$ cat config.mk
export PLATFORM = sky130hd
export DESIGN_NAME = interrupt_security_partition
export DESIGN_NICKNAME = d
export VERILOG_FILES = /design/src/design/isp_pkg.sv /design/src/design/interrupt_security_partition.sv /design/src/design/isp_prio_slot.sv
export VERILOG_INCLUDE_DIRS = /design/src /design/src/design
export SDC_FILE = /design/constraint.sdc
export NUM_CORES = 1
export LEC_CHECK = 0
export BUFFER_PORTS_ARGS = -buffer_cell sky130_fd_sc_hd__buf_2
export CORE_UTILIZATION = 35
export DETAILED_ROUTE_END_ITERATION = 6
export PLACE_DENSITY = 0.56
export SLEW_MARGIN = 20
export SYNTH_ARGS = -nofsm -noshare
export SYNTH_HDL_FRONTEND = slang
export SYNTH_SLANG_ARGS = --single-unit
$ cat constraint.sdc
create_clock -name clk_sys -period 19.7 [get_ports clk_sys]
set_input_delay 1.97 -clock clk_sys [delete_from_list [all_inputs] [get_ports clk_sys]]
set_output_delay 1.97 -clock clk_sys [all_outputs]
set_load 0.02 [all_outputs]
$ cat src/design/isp_regs.svh
// Purpose: constants for the interrupt security partition
// Assumes: small fixed interrupt count, one processor interface
// Notes: none
`ifndef ISP_REGS_SVH
`define ISP_REGS_SVH
`define ISP_NUM_IRQ 8
`define ISP_IRQ_IDW 3
`define ISP_PRIO_TOP 7
`define ISP_GROUP_RESET 8'h00
`define ISP_PRIO_RESET 8'h00
`define ISP_PMR_RESET 8'h00
`define ISP_BPR_S_RESET 3'h2
`define ISP_BPR_NS_RESET 3'h3
`define ISP_TYPE_SEC_BIT 10
`define ISP_SGI_COUNT 2
`define ISP_SPURIOUS 4'h8
`endif

$ cat src/design/isp_pkg.sv
// Purpose: types for the interrupt security partition
// Assumes: nothing
// Notes: none
package isp_pkg;
    typedef enum logic [7:0] {
        SEL_NONE = 8'h01,
        SEL_GROUP = 8'h02,
        SEL_PRIO = 8'h04,
        SEL_PMR = 8'h08,
        SEL_BPR = 8'h10,
        SEL_ABPR = 8'h20,
        SEL_CTRL = 8'h40,
        SEL_GRANT = 8'h80
    } sel_t;
endpackage

$ cat src/design/interrupt_security_partition.sv
// Purpose: security partitioning of an interrupt controller cpu interface
// Assumes: one processor interface, eight interrupts, accesses tagged secure or not
// Notes: registers are reached by select lines, reads answer combinationally
`include "isp_regs.svh"
//
// Contract
// - the type register shows a read-only flag saying security partitioning exists.
// - group 0 interrupts are secure and group 1 interrupts non-secure.
// - banked registers keep separate secure and non-secure copies.
// - the non-secure binary point copy is also reached by an alias that answers secure only.
// - secure accesses may read and change every configuration item.
// - alias acknowledge lets secure accesses handle group 1 interrupts.
// - the legacy acknowledge bit lets secure acknowledges take group 1 without the alias.
// - non-secure accesses cannot change group 0 state unless granted.
// - secure-written grant bits give non-secure accesses control over chosen group 0 irqs.
// - the group reset value is a build-time choice, allowing group 1 on reset.
// - with mask bit 7 zero, non-secure mask reads give zero and writes are ignored.
// - secure accesses may give a secure interrupt a low-half priority.
// - cooperative or not, no priority scheme is forced.
// - a non-secure priority write stores bit 7 set.
// - a smaller priority value is more urgent.
module interrupt_security_partition #(
    parameter logic [7:0] GROUP_RESET = `ISP_GROUP_RESET
) (
    input wire logic clk_sys,
    input wire logic sys_rst,
    input wire logic acc_valid,
    input wire logic acc_write,
    input wire logic acc_ns,
    input wire isp_pkg::sel_t acc_sel,
    input wire logic [2:0] acc_idx,
    input wire logic [7:0] acc_wdata,
    output logic [15:0] acc_rdata,
    input wire logic ack_req,
    input wire logic ack_alias,
    input wire logic ack_ns,
    output logic [3:0] ack_id,
    input wire logic [7:0] irq_pending,
    output logic [7:0] controller_type_reg,
    output logic irq_secure,
    output logic irq_nonsecure
);
    logic [7:0] group;
    logic [7:0] grant;
    logic [7:0] pmr;
    logic [2:0] bpr_s;
    logic [2:0] bpr_ns;
    logic ack_ctl;
    logic [7:0] active;
    logic [7:0] next_group;
    logic [7:0] next_grant;
    logic [7:0] next_pmr;
    logic [2:0] next_bpr_s;
    logic [2:0] next_bpr_ns;
    logic next_ack_ctl;
    logic [7:0] next_active;
    logic [3:0] next_ack_id;
    logic [7:0] prio [`ISP_NUM_IRQ];
    logic [7:0] view [`ISP_NUM_IRQ];
    logic [7:0] prio_wr;
    logic wr;
    logic pmr_hidden;
    logic [3:0] best_id;
    logic [7:0] best_prio;
    logic best_g1;
    // ==========================================
    // identification
    assign controller_type_reg = 8'h04;
    assign wr = acc_valid & acc_write;
    assign pmr_hidden = acc_ns & ~pmr[7];
    // ==========================================
    // priority fields
    genvar gi;
    generate
        for (gi = 0; gi < `ISP_NUM_IRQ; gi++) begin : g_slot
            assign prio_wr[gi] = wr && acc_sel == isp_pkg::SEL_PRIO
                && acc_idx == 3'(gi);
            isp_prio_slot u_slot (
                .clk_sys(clk_sys),
                .sys_rst(sys_rst),
                .wr_en(prio_wr[gi]),
                .wr_ns(acc_ns),
                .group1(group[gi]),
                .ns_granted(grant[gi]),
                .wr_data(acc_wdata),
                .rd_ns(acc_ns),
                .prio(prio[gi]),
                .view(view[gi])
            );
        end
    endgenerate
    // ==========================================
    // configuration writes
    always_comb begin
        next_group = group;
        next_grant = grant;
        next_pmr = pmr;
        next_bpr_s = bpr_s;
        next_bpr_ns = bpr_ns;
        next_ack_ctl = ack_ctl;
        if (wr) begin
            if (acc_sel == isp_pkg::SEL_GROUP && !acc_ns) begin
                next_group = acc_wdata;
            end else if (acc_sel == isp_pkg::SEL_GRANT && !acc_ns) begin
                next_grant = acc_wdata;
            end else if (acc_sel == isp_pkg::SEL_PMR) begin
                if (!acc_ns) begin
                    next_pmr = acc_wdata;
                end else if (!pmr_hidden) begin
                    next_pmr = {1'b1, acc_wdata[7:1]};
                end
            end else if (acc_sel == isp_pkg::SEL_BPR) begin
                if (acc_ns) begin
                    next_bpr_ns = acc_wdata[2:0];
                end else begin
                    next_bpr_s = acc_wdata[2:0];
                end
            end else if (acc_sel == isp_pkg::SEL_ABPR && !acc_ns) begin
                next_bpr_ns = acc_wdata[2:0];
            end else if (acc_sel == isp_pkg::SEL_CTRL && !acc_ns) begin
                next_ack_ctl = acc_wdata[0];
            end
        end
    end
    // ==========================================
    // read mux
    always_comb begin
        acc_rdata = 16'h0000;
        if (acc_valid && !acc_write) begin
            if (acc_sel == isp_pkg::SEL_GROUP) begin
                acc_rdata = {8'h00, acc_ns ? 8'h00 : group};
            end else if (acc_sel == isp_pkg::SEL_GRANT) begin
                acc_rdata = {8'h00, acc_ns ? 8'h00 : grant};
            end else if (acc_sel == isp_pkg::SEL_PRIO) begin
                acc_rdata = {8'h00, view[acc_idx]};
            end else if (acc_sel == isp_pkg::SEL_PMR) begin
                if (!acc_ns) begin
                    acc_rdata = {8'h00, pmr};
                end else if (!pmr_hidden) begin
                    acc_rdata = {8'h00, pmr[6:0], 1'b0};
                end
            end else if (acc_sel == isp_pkg::SEL_BPR) begin
                acc_rdata = {13'h0000, acc_ns ? bpr_ns : bpr_s};
            end else if (acc_sel == isp_pkg::SEL_ABPR) begin
                acc_rdata = {13'h0000, acc_ns ? 3'h0 : bpr_ns};
            end else if (acc_sel == isp_pkg::SEL_CTRL) begin
                acc_rdata = {15'h0000, acc_ns ? 1'b0 : ack_ctl};
            end else if (acc_sel == isp_pkg::SEL_NONE) begin
                acc_rdata = {8'h00, controller_type_reg};
            end
        end
    end
    // ==========================================
    // highest pending selection
    always_comb begin
        best_id = `ISP_SPURIOUS;
        best_prio = 8'hFF;
        best_g1 = 1'b0;
        for (int i = 0; i < `ISP_NUM_IRQ; i++) begin
            if (irq_pending[i] && !active[i] && prio[i] < pmr
                && (best_id == `ISP_SPURIOUS || prio[i] < best_prio)) begin
                best_id = 4'(i);
                best_prio = prio[i];
                best_g1 = group[i];
            end
        end
    end
    assign irq_secure = best_id != `ISP_SPURIOUS && !best_g1;
    assign irq_nonsecure = best_id != `ISP_SPURIOUS && best_g1;
    // ==========================================
    // acknowledge
    always_comb begin
        next_active = active;
        next_ack_id = ack_id;
        if (ack_req) begin
            next_ack_id = `ISP_SPURIOUS;
            if (best_id != `ISP_SPURIOUS) begin
                if ((ack_ns && best_g1) || (!ack_ns && !ack_alias && !best_g1)
                    || (!ack_ns && ack_alias && best_g1)
                    || (!ack_ns && !ack_alias && ack_ctl)) begin
                    next_ack_id = best_id;
                    next_active[best_id[2:0]] = 1'b1;
                end
            end
        end
    end
    // ==========================================
    // state registers
    always_ff @(posedge clk_sys or posedge sys_rst) begin
        if (sys_rst) begin
            group <= GROUP_RESET;
            grant <= 8'h00;
            pmr <= `ISP_PMR_RESET;
            bpr_s <= `ISP_BPR_S_RESET;
            bpr_ns <= `ISP_BPR_NS_RESET;
            ack_ctl <= 1'b0;
            active <= 8'h00;
            ack_id <= `ISP_SPURIOUS;
        end else begin
            group <= next_group;
            grant <= next_grant;
            pmr <= next_pmr;
            bpr_s <= next_bpr_s;
            bpr_ns <= next_bpr_ns;
            ack_ctl <= next_ack_ctl;
            active <= next_active;
            ack_id <= next_ack_id;
        end
    end
    // ==========================================
    // checks
    a_ns_group_locked: assert property (@(posedge clk_sys) disable iff (sys_rst)
        wr && acc_ns && acc_sel == isp_pkg::SEL_GROUP |=> $stable(group))
        else $error("non-secure write changed group");
    a_pmr_hidden_read: assert property (@(posedge clk_sys) disable iff (sys_rst)
        acc_valid && !acc_write && acc_ns && acc_sel == isp_pkg::SEL_PMR && !pmr[7]
        |-> acc_rdata == 16'h0000)
        else $error("hidden mask visible");
    a_pmr_hidden_write: assert property (@(posedge clk_sys) disable iff (sys_rst)
        wr && acc_ns && acc_sel == isp_pkg::SEL_PMR && !pmr[7] |=> $stable(pmr))
        else $error("hidden mask written");
    a_abpr_alias: assert property (@(posedge clk_sys) disable iff (sys_rst)
        wr && !acc_ns && acc_sel == isp_pkg::SEL_ABPR |=> bpr_ns == $past(acc_wdata[2:0]))
        else $error("alias did not write non-secure copy");
    a_type_flag: assert property (@(posedge clk_sys) disable iff (sys_rst)
        controller_type_reg[2])
        else $error("security flag missing");
    a_ns_prio_top: assert property (@(posedge clk_sys) disable iff (sys_rst)
        wr && acc_ns && acc_sel == isp_pkg::SEL_PRIO && group[acc_idx]
        |=> prio[$past(acc_idx)][7])
        else $error("non-secure priority lacks top bit");
    a_sec_prio_write: assert property (@(posedge clk_sys) disable iff (sys_rst)
        wr && !acc_ns && acc_sel == isp_pkg::SEL_PRIO
        |=> prio[$past(acc_idx)] == $past(acc_wdata))
        else $error("secure priority write lost");
    a_signal_group: assert property (@(posedge clk_sys) disable iff (sys_rst)
        irq_nonsecure |-> group[best_id[2:0]] && !irq_secure)
        else $error("wrong group signalled");
    a_ns_ack_g0: assert property (@(posedge clk_sys) disable iff (sys_rst)
        ack_req && ack_ns && irq_secure |=> ack_id == `ISP_SPURIOUS)
        else $error("non-secure acknowledged group 0");
    c_alias_ack: cover property (@(posedge clk_sys) ack_req && ack_alias && irq_nonsecure);
    c_ns_prio_wr: cover property (@(posedge clk_sys) wr && acc_ns && acc_sel == isp_pkg::SEL_PRIO);
    c_pmr_hidden: cover property (@(posedge clk_sys) pmr_hidden && acc_valid);
endmodule

$ cat src/design/isp_prio_slot.sv
// Purpose: one interrupt's priority field with non-secure view filtering
// Assumes: group bit supplied by the owner
// Notes: none
`include "isp_regs.svh"
module isp_prio_slot (
    input wire logic clk_sys,
    input wire logic sys_rst,
    input wire logic wr_en,
    input wire logic wr_ns,
    input wire logic group1,
    input wire logic ns_granted,
    input wire logic [7:0] wr_data,
    input wire logic rd_ns,
    output logic [7:0] prio,
    output logic [7:0] view
);
    logic [7:0] next_prio;
    logic ns_ok;
    assign ns_ok = group1 | ns_granted;
    always_comb begin
        next_prio = prio;
        if (wr_en) begin
            if (!wr_ns) begin
                next_prio = wr_data;
            end else if (ns_ok) begin
                next_prio = {1'b1, wr_data[7:1]};
            end
        end
    end
    always_ff @(posedge clk_sys or posedge sys_rst) begin
        if (sys_rst) begin
            prio <= `ISP_PRIO_RESET;
        end else begin
            prio <= next_prio;
        end
    end
    // non-secure view is shifted left, group 0 hidden unless granted
    always_comb begin
        if (!rd_ns) begin
            view = prio;
        end else if (ns_ok) begin
            view = {prio[6:0], 1'b0};
        end else begin
            view = 8'h00;
        end
    end
endmodule

**Yosys cells after proc, flatten, opt, wreduce, memory -nomap -nowiden**

Index checks and enable logic that the tools add are counted.
Widths: inputs -> output; s select.

- Muxes and demuxes: 83
- Reductions and logical operators: 86
- Magnitude comparators: 18
- Bitwise logic cells: 19
- Eq/ne operators: 33

Operators by type and width:

| cell | count |
|---|---|
| $mux 8 | 47 |
| $lt 8x8->1 | 15 |
| $mux 16 | 5 |
| $logic_and 1x1->1 | 46 |
| $mux 4 | 10 |
| $eq 4x4->1 const B | 7 |
| $mux 3 | 9 |
| $bmux 8 s3 | 1 |
| $reduce_and 2->1 | 9 |
| $ne 2x1->1 const B | 8 |
| $logic_not 1->1 | 13 |
| $eq 3x3->1 const B | 4 |
| $reduce_and 6->1 | 2 |
| $logic_or 1x1->1 | 10 |
| $mux 1 | 10 |
| $eq 8x1->1 const B | 1 |
| $eq 8x2->1 const B | 1 |
| $eq 8x3->1 const B | 1 |
| $eq 8x4->1 const B | 1 |
| $eq 8x5->1 const B | 1 |
| $eq 8x6->1 const B | 1 |
| $eq 8x7->1 const B | 1 |
| $eq 8x8->1 const B | 1 |
| $or 1x1->1 | 8 |
| 17 further kinds | 27 |

- Output and inout port bits: 30
- Input bits: 35
- Logic and storage cells: 255
- Register bits after elaboration: 107

**Longest topological paths before layout**

Gate-level depths: netlist of the first run.

- Depth in word-level cells: 39
- Gate-level depth with buffers: 88
- Gate-level depth less buffers: 82

**Hierarchy**

A second synthesis of the first run with hierarchy kept.

- Cell total of the unflattened synthesis: 1210
- Area total of the unflattened synthesis: 10760.3 um^2

By module, submodules not included:

| module | instances | cells each | sequential area each (um^2) | area each (um^2) |
|---|---|---|---|---|
| interrupt_security_partition | 1 | 794 | 1081.0 | 6666.4 |
| isp_prio_slot | 8 | 52 | 200.2 | 511.7 |

**Least setup slack after synthesis of the first run**

OpenSTA, ideal clock, no wires.

- Path type: input port to output port
- Start point: in irq_pending[0]
- End point: out irq_secure
- Arrival: 15.902 ns
- Data required time: 17.730 ns
- Buffers on the path: 6
- Path slack: 1.828 ns
- Stages on the path: 76
- Path through: nor3b_1 -> o211ai_2 -> a21o_1 -> nor2_1 -> ha_1 -> a21oi_1 -> o21ai_0 -> nor2_1 -> nor4b_4 -> o21ai_2 -> nand2_1 -> clkbuf_1 -> nand2_1 -> o21ai_0 -> inv_1 -> ha_1 -> a21o_1 -> a21o_1 -> [... 40 more ...] -> a21o_1 -> a21oi_1 -> nand3_1 -> o21bai_1 -> o21ba_2 -> or2_1 -> clkbuf_1 -> buf_1 -> a21oi_1 -> ha_1 -> a21o_1 -> a21oi_1 -> nor2b_1 -> and3_1 -> o21ai_0 -> a41oi_1 -> a311o_1 -> a21oi_1

- Word-level cells in the longest chain between the ends: 33
- Elaborated cells on any way between the ends: 56
- Classes of those cells: order compare: 7; eq/ne: 8; mux: 23; reduce/logical: 18

RTL lines:

| item | line | RTL |
|---|---|---|
| start: declaration | interrupt_security_partition.sv:38 | `input wire logic [7:0] irq_pending,` |
| $logic_and 1x1->1 * (2 in a row) | interrupt_security_partition.sv:160 | `if (irq_pending[i] && !active[i] && prio[i] < pmr` |
| $mux 8 or $mux 4 (tied branches) | interrupt_security_partition.sv:160 |  |
| $lt 8x8->1 or $eq 4x4->1 (tied branches) | -- |  |
| $logic_or 1x1->1 | interrupt_security_partition.sv:161 | `` && (best_id == `ISP_SPURIOUS \|\| prio[i] < best_prio)) begin `` |
| $logic_and 1x1->1 | interrupt_security_partition.sv:160 |  |
| $mux 8 or $mux 4 (tied branches) | interrupt_security_partition.sv:160 |  |
| $lt 8x8->1 or $eq 4x4->1 (tied branches) | -- |  |
| $logic_or 1x1->1 | interrupt_security_partition.sv:161 |  |
| [... 16 more ...] | -- |  |
| $logic_and 1x1->1 | interrupt_security_partition.sv:160 |  |
| $mux 8 or $mux 4 (tied branches) | interrupt_security_partition.sv:160 |  |
| $lt 8x8->1 or $eq 4x4->1 (tied branches) | -- |  |
| $logic_or 1x1->1 | interrupt_security_partition.sv:161 |  |
| $logic_and 1x1->1 | interrupt_security_partition.sv:160 |  |
| $mux 4 or $mux 1 (tied branches) | interrupt_security_partition.sv:160 |  |
| $ne 4x4->1 (no source line) or $logic_not 1->1 (tied branches) | -- |  |
| $logic_and 1x1->1 * | interrupt_security_partition.sv:168 | `` assign irq_secure = best_id != `ISP_SPURIOUS && !best_g1; `` |
| end: declaration | interrupt_security_partition.sv:40 | `output logic irq_secure,` |

Mark *: on every way between the ends. The rest lies on a longest branch, timed or not.

**Final worst setup path of the first run**

Ends and elaborated chain as after synthesis.

==> summary.md, run 1 <==
The flow ran to the end, but the final reports show violations. The checks that failed: design-rule violations. Measured in cells, the most critical reg-to-reg path has a length of 73. The count of cells in the finished layout, fillers not included, comes to 1480. Among all flip-flop cells after synthesis, the most frequent one is sky130_fd_sc_hd__dfrtp_1.

The capture point of the worst reg-to-reg path was active[6]. After routing, the total negative slack on setup checks comes to 0 ps. The most numerous cell type found on the critical path is sky130_fd_sc_hd__a21o_1. The power density over the cells is 66.4 mW/mm^2, and the biggest cell delay along the critical path is 430 ps.

TritonCTS buffer count: 9. For the maximum count of clock buffers along a single path, the log shows 2. Of all nets on the critical path, the largest fanout is 19.

In this run the register-to-register setup slack is 3620 ps. The post-route netlist has 14.6% of its cells at a drive strength greater than 1. In this run the tightest slew margin relative to its limit is 25.9%. The worst voltage drop across the vdd grid was 0.0479 mV; the via density per instance was 5.97.

The count of input and output buffers came out at 48. In this run the critical register-to-register path is launched from pmr[3]. The analysis attributes to net switching a power of 0.269 mW. The synthesized area divided by synthesized cell count was 8.49 sq um; the number of remaining DRC errors was 4. The run gives 12.7 ps as the final clock skew.

The most frequently used cell type in the post-synthesis netlist was sky130_fd_sc_hd__nor2_1. By area the synthesized netlist is led by sky130_fd_sc_hd__dfrtp_1 (27%), sky130_fd_sc_hd__ha_1 (13%), sky130_fd_sc_hd__a21oi_1 (5.5%), sky130_fd_sc_hd__nor2_1 (4.7%), sky130_fd_sc_hd__o21ai_0 (4.4%). The standard cell with the maximum stage delay on the critical path was sky130_fd_sc_hd__o32a_2.

The logs give 1270 for the layout net count and 65 for the I/O pin count. The floorplan has 59 rows. The number of synthesized flops with an enable pin came out at 0.

For the initial antenna violation count, the log shows 0. The die width came out at 166 um. The share of the Yosys chip area taken by registers is 28.4%. The vertical extent of the die works out to 166 um. Clock insertion delay at the later pin of the skew report: 360 ps. The worst setup path is captured at an output pin. The final core area utilization was 39.4%. The first global-routing pass estimated 50200 um of wire.

The startpoint kind of the worst setup timing path was an input pin. For the top achievable clock speed, the log shows 54.5 MHz. The floorplan step defined a core boundary enclosing 0.0263 sq mm. The tools report the worst min-delay path startpoint as active[4].

The pre-antenna-repair detailed-routing pass consisted of 7 iterations. The tools report the instance count of the mapped netlist as 1111. The critical path in this run is classified as in -> out. For the leftover overflow at the end of global routing, the log shows 0. The half-perimeter wire length of the detailed placement result is 24900 um, and the area added between synthesis and finish is 9.61%.

The number of cells on the worst hold path was 1. Via count of the first global-routing pass: 8393. sky130_fd_sc_hd__dfrtp_1 takes more of the synthesized area than any other cell. The switching share of power is 39.1%. The commonest cells after synthesis are sky130_fd_sc_hd__nor2_1 (118), sky130_fd_sc_hd__a21oi_1 (103), sky130_fd_sc_hd__dfrtp_1 (103).

The tools report the leakage power as 4.81 nW. The count of antenna diodes in the layout was 0. The level count of the clock H-tree was 3. The maximum number of pins on one net before global-route repair was 69; the wire length on met1 was 15100 um. Summed over all nets, wire length on met2 after detailed routing comes to 14500 um. The internal power component is 0.418 mW. The clock network burns 26.8% of the power. The congestion estimate from routability-driven global placement came to 0.920.

The average routed wire per standard cell came out at 22.2 um. The proportion of synthesized flip-flops having asynchronous set or reset is 100%, and the number of pins with negative max-slew slack in the final report is 0. The vias after detailed routing is 8838.

Of the available clock period, the critical path in the final layout requires 93.2%. TritonCTS built the clock tree. The tools report the critical path required time as 17730 ps. After detailed routing, no signal wire sits above met4.

In this run, flip-flops and latches consume 34.9% of the power. The tools report the total routing resource utilization after global routing as 23.6%. The tightest min-delay check is of the reg -> reg type.

The clock net sink count is 107. The tool flagged a number of max-cap violations equal to 0. The tools report the post-synthesis cell area as 0.00944 sq mm. Combinational logic burns 38.2% of the power. The detail route stage leaves a number of antenna-violating nets equal to 0. After clock tree synthesis, the clock-pin slew on the worst setup and hold paths is 70 ps. During synthesis, Yosys emitted a total of 0 warnings.

The count of unique library cells instantiated by Yosys is 96. Setup repair after global routing left no endpoint under its margin. The worst path in the final design needs a cycle of 18360 ps, including I/O delays and setup.

Wires add up to 32800 um. Data on the critical path arrives at its endpoint at 16390 ps. For the number of hold violations in the final report, the log shows 0. The transition time at the pin with the least slew margin came out at 1110 ps.

The tree is rooted in a sky130_fd_sc_hd__clkbuf_16. After the first detailed-routing iteration, the DRC count stood at 835. Setup violations remaining at the end of the flow were counted as 0. The die covers 0.0276 sq mm.

The tools report the instance count after placement with tap cells included as 1460. Summed over its instances, the top area cell type makes up 27.3% of the synthesized netlist area. The path with the worst hold slack has its endpoint at active[4]. For this configuration, the core starts out at a cell density of 35.9%. In this run, synthesis produced a sequential element count of 107.

Wire segments on met3 add up to 2470 um in the final route.
critical path, delay by kind of cell:
kind	cells	cell delay, ps
adder cells (fa/ha/maj)	7	1880
buffers and inverters	6	540
AO/OA/AOI/OAI	39	8080
AND/OR/NAND/NOR	17	2950
multiplexers	3	950
layer usage:
metal | vias up | global-route usage (%)
met5 | - | 0
met4 | 0 | 6.48
met3 | 48 | 3.98
met2 | 339 | 37.7
met1 | 4242 | 33.0
li1 | 4209 | -
through the flow:
step	total power [mW]	hold WS (ps)	setup slack [ps]	area, sq um
2_1_floorplan	0.432	429	1830	9490
3_3_place_gp	0.498	456	642	9970
3_5_place_dp	0.500	463	323	9980
4_1_cts	0.684	472	279	10300
5_1_grt	0.727	477	5.12	10300
6_report	0.687	475	1340	10300
power groups by stage:
stage,combinational (mW),clock (mW),sequential (mW)
finish,0.263,0.184,0.240
global route,0.292,0.193,0.242
CTS,0.257,0.186,0.241
detailed placement,0.255,0,0.245
global placement,0.253,0,0.245
floorplan,0.192,0,0.241
cells in the final DEF (no fill, tap or decap), drive strengths merged, types with 16 or more instances in the layout:
| cell | n |
|---|---|
| nand2 | 100 |
| a21o | 42 |
| conb | 16 |
| ha | 95 |
| o21ai | 90 |
| buf | 67 |
| nand3 | 18 |
| inv | 53 |
| nor2 | 118 |
| a221oi | 34 |
| dfrtp | 103 |
| mux2 | 36 |
| a21oi | 105 |
| mux2i | 19 |
flip-flops by register name, summed over array words and instances, names as in the netlist:
name / cells
g_slot.u_slot.prio: 64
active: 8
grant: 8
group: 8
pmr: 8
ack_id: 4
bpr_ns: 3
bpr_s: 3
ack_ctl: 1
area by class of cell:
cell class	count	area, sq um
tap	335	419
inverter	51	194
fill	2693	15900
multi-input combinational	904	6380
sequential	107	2680
timing repair buffer	67	383
clock inverter	6	58.8
clock buffer	10	229
kinds of logic (layout without fill, tap and decap cells):
family | count (synthesis) | count (layout) | share of synthesized area, %
compound gates | 398 | 398 | 29.4
xor+xnor | 5 | 5 | 0.464
fa+ha+maj | 98 | 98 | 12.9
buf+inv | 114 | 134 | 5.22
flops | 107 | 107 | 28.4
mux | 59 | 59 | 7.34
other cells | 2 | 16 | 0.0796
simple gates | 328 | 328 | 16.2
worst max-delay path by stage:
stage / startpoint / end / slack [ps]
6_report: irq_pending[0] / irq_secure / 1340
5_1_grt: irq_pending[0] / irq_secure / 5
4_1_cts: irq_pending[0] / irq_secure / 280
3_5_place_dp: irq_pending[0] / irq_secure / 320
3_3_place_gp: irq_pending[0] / irq_secure / 640
2_1_floorplan: irq_pending[0] / irq_secure / 1830
timing repair:
action / CTS / global route
endpoints found under the setup margin: 0 / 2
hold buffers: 0 / 0
resized for setup: 0 / 12
setup buffers: 0 / 4
(Power assumes the default switching activity.)
==> inputs of run 2 (changes only) <==
ABC_AREA = 1   (was not set)
==> run 2 against run 1 <==
Against the previous run:
- the run now ends clean
- routed wire length up 0.33%
- clock-buffer cell count unchanged
- register-to-register slack better by 4300 ps
- global-route usage is 1.7 points higher
- combinational power down 79%
- clock power up 4%
- synthesized cell count up 22%
- fmax is 30% higher
- synthesized area fell by 1.6%
- sequential power decreased by 7%
- cell count rose by 16%
- sequential cell count unchanged
==> summary.md, run 2 <==
The flow ran to the end, and the final reports show no timing, DRC or antenna violations. Entering global routing, the biggest net connects 95 pins. TritonCTS built the clock tree. Setup violations remaining at the end of the flow were counted as 0.

The ratio of final minimum period to clock period is 71.7%. The first global-routing pass estimated 51100 um of wire. Timing would allow up to 70.8 MHz. The vias after detailed routing was 9345; the number of cells on the worst hold path was 2.

The tools report the final weighted congestion in routability-driven placement as 0.909. Synthesis inferred 107 register bits. The simple-gate portion of the synthesized area is 26.8%. The largest individual stage delay along the critical path comes from the cell sky130_fd_sc_hd__o21ai_0.

The flip-flop count of the largest register, all copies and words added is 64, and the final total power is 0.470 mW. Measured along the y axis, the die boundary spans 165 um. The biggest cell delay along the critical path came out at 340 ps.

In the final routed layout, each cell accounts on average for 19.2 um. After global routing the overflow that remains totals 0. The multi-input combinational cells in the finished layout cover a total of 0.00588 sq mm. The synthesized netlist devotes 12.8% of its cell area to adder and majority cells. Of all nets on the critical path, the largest fanout is 20.

After clock tree synthesis, the repair step resized 0 gates. The maximum count of clock buffers along a single path is 2, and the slack of the worst reg-to-reg path is 7880 ps. The worst register-to-register path ends at active[1]. The logs give 17730 ps for the critical path required time and 1507 for the layout net count. After synthesis, flip-flops and latches occupy 28.9% of the total area. Max-cap violations in this run came to 0. Yosys mapped a number of flops with a built-in enable equal to 0. The most numerous cell type found on the critical path is sky130_fd_sc_hd__nand2_2.

The number of pins with negative max-slew slack in the final report is 0. The library cells used most frequently in the layout, excluding fill and tap cells, are sky130_fd_sc_hd__nand2_1 (382), sky130_fd_sc_hd__o21ai_0 (234), sky130_fd_sc_hd__inv_1 (111). Synthesis produced 1350 cells.

The floorplan core area was 0.0261 sq mm. Worst max-slew margin expressed relative to the limit: 20.7%. The critical path is of the in -> out type. I/O pin count: 65.

Worst min-delay path startpoint: active[4]. The most frequently used cell type in the post-synthesis netlist was sky130_fd_sc_hd__nand2_1. The logs give 2 for the initial antenna violation count and 0 for the residual antenna-violating net count after detailed routing.

In the routed layout, each cell is associated on average with a via count of 5.44. The die width was 165 um; the total number of placement rows was 59. The synthesized netlist contains 49 unique library cells. After synthesis, the largest family of logic cells by area is simple AND/OR/NAND/NOR gates. The worst flop-to-flop path startpoint was pmr[6].

Of the post-synthesis cell area, the dominant cell type holds 27.8%. The arrival time at the worst endpoint is 12150 ps. Setup repair after global routing left no endpoint under its margin. The worst path needs 14120 ps of the cycle, external delays included.

Number of buffers inserted to repair setup after CTS: 0. By area the synthesized netlist is led by sky130_fd_sc_hd__dfrtp_1 (28%), sky130_fd_sc_hd__nand2_1 (15%), sky130_fd_sc_hd__ha_1 (13%), sky130_fd_sc_hd__o21ai_0 (13%), sky130_fd_sc_hd__inv_1 (4.5%). Summing the areas of all compound-gate instances in the mapped netlist gives 22.4% of the synthesized area. The mux share of post-synthesis cell area was 0.539%; the layout filler cell count was 2779.

The power density over the cells works out to 46.5 mW/mm^2. The biggest area contributor in the post-synthesis netlist is sky130_fd_sc_hd__dfrtp_1. The clock drives 107 sinks. The average instance in the mapped netlist occupies 6.88 sq um.

The clock arrives with 11.4 ps of skew. The run gives 9 as the TritonCTS buffer count. By count the netlist is led by sky130_fd_sc_hd__nand2_1 (382), sky130_fd_sc_hd__o21ai_0 (234), sky130_fd_sc_hd__inv_1 (112). Excluding fillers, the count of instances in the completed layout stands at 1718. In this run the static leakage power is 4.93 nW.

The type of element capturing the critical path was an output pin. The CTS clock-pin slew for the worst setup and hold paths was 80 ps; the share of the synthesized netlist area taken by xor and xnor gates was 0%. Across the whole layout, storage elements account for 0.00268 sq mm. Once detailed placement completed, the half-perimeter wirelength came to 24400 um.

After routing the design area is 0.0101 sq mm. The tightest min-delay check is of the reg -> reg type. The worst hold path terminates at active[4].

The run gives 948 as the number of violations reported at the end of detailed-routing iteration 0. In this run the cell area of the synthesized design comes to 0.00929 sq mm. For this run, the total global-route usage over all layers was measured as 25.4%. The first detailed-routing pass took 6 iterations. The sum of negative setup slack is 0 ps, and the number of hold violations in the final report is 0. In the synthesized netlist the async set-or-reset flop fraction comes to 100%. The worst voltage drop across the vdd grid came out at 0.0378 mV. CTS placed an instance of sky130_fd_sc_hd__clkbuf_16 at the clock tree root. For the worst-skew pair, the clock arrives at the later sink with an insertion delay of 370 ps. The Yosys step of the flow raised 0 warnings.

The number of remaining DRC errors is 0, and the count of input and output buffers is 48. Cells with a size suffix above 1 make up 9.19% of the layout. The tools report the total die area as 0.0272 sq mm. The instance count after placement with tap cells included is 1701.

The most common cell after layout, fill and taps aside was sky130_fd_sc_hd__nand2_1. The area added between synthesis and finish works out to 8.70%. The largest register by flop count is g_slot.u_slot.prio. For the starting density of the core, the log shows 35.6%.

STA classifies the critical path startpoint as an input pin. The wire length after detailed routing came out at 32900 um. The most instantiated flip-flop cell in the synthesis netlist is sky130_fd_sc_hd__dfrtp_1. The via count of the first global-routing pass came out at 8687.

The H-tree was split into 3 levels. The transition time at the pin with the least slew margin came out at 1180 ps. For this run, the share of the core covered by cells in the final layout is 38.7%. The count of hold buffers inserted by post-cts repair is 0, and the number of cells traversed by the worst register-to-register path is 66. The cell area after placement was 0.00980 sq mm.
run 2: changes by cell type after synthesis, sizes merged, moves of 10 or more:
cell / change
nand2: +304
o21ai: +153
inv: +72
a21oi: -51
nand3: +46
a21o: -41
nor2: -39
mux2: -36
a221oi: -28
nand4: +18
mux2i: -14
nand2b: -14
nor4: -11
nor3: -10
run 2: logic make-up (layout without fill, tap and decap cells):
group           Yosys count  count (layout)
flops                   107             107
other cells               2              17
simple gates            586             586
buf+inv                 184             202
compound gates          371             371
mux                       5               5
fa+ha+maj                95              95
run 2: critical path, delay by kind of cell:
kind	cells	cell delay, ps
compound gates	21	4230
simple gates	34	3580
fa+ha+maj	7	2030
buf+inv	2	260
run 2: how the worst max path moves through the flow:
stage                         startpoint         end  slack (ps)  depth (start not counted)
final                     irq_pending[0]  irq_secure        5580                         64
after global routing      irq_pending[0]  irq_secure        4480                         64
after CTS                 irq_pending[0]  irq_secure        5620                         64
after detailed placement  irq_pending[0]  irq_secure        5670                         64
after global placement    irq_pending[0]  irq_secure        5940                         64
after floorplan           irq_pending[0]  irq_secure        6190                         72
run 2: area by class of cell:
| type | count | share of cell area, % |
|---|---|---|
| Clock buffer | 10 | 2.27 |
| Inverter | 124 | 4.64 |
| Timing Repair Buffer | 62 | 3.45 |
| Antenna cell | 1 | 0.0248 |
| Clock inverter | 6 | 0.669 |
| Sequential cell | 107 | 26.6 |
| Multi-Input combinational cell | 1073 | 58.2 |
| Tap cell | 335 | 4.15 |
run 2: metrics by stage:
stage          hold WS [ps]  worst slack [ps]
2_1_floorplan           422              6190
3_3_place_gp            434              5940
3_5_place_dp            439              5670
4_1_cts                 459              5620
5_1_grt                 478              4480
6_report                452              5580
run 2: power by group:
part	switching, mW	total, mW	leakage (nW)	internal (mW)
combinational	0.0404	0.0550	3.34	0.0146
sequential	0.00252	0.224	1.44	0.221
clock	0.101	0.191	0.144	0.0903
run 2: per-layer routing:
layer | wire length [um] | share of wire [%] | GRT usage, %
met1 | 15600 | 47 | 35.6
met2 | 14400 | 44 | 40.3
met3 | 2120 | 6.5 | 4.07
met4 | 761 | 2.3 | 6.38
met5 | 8 | 0.024 | 0
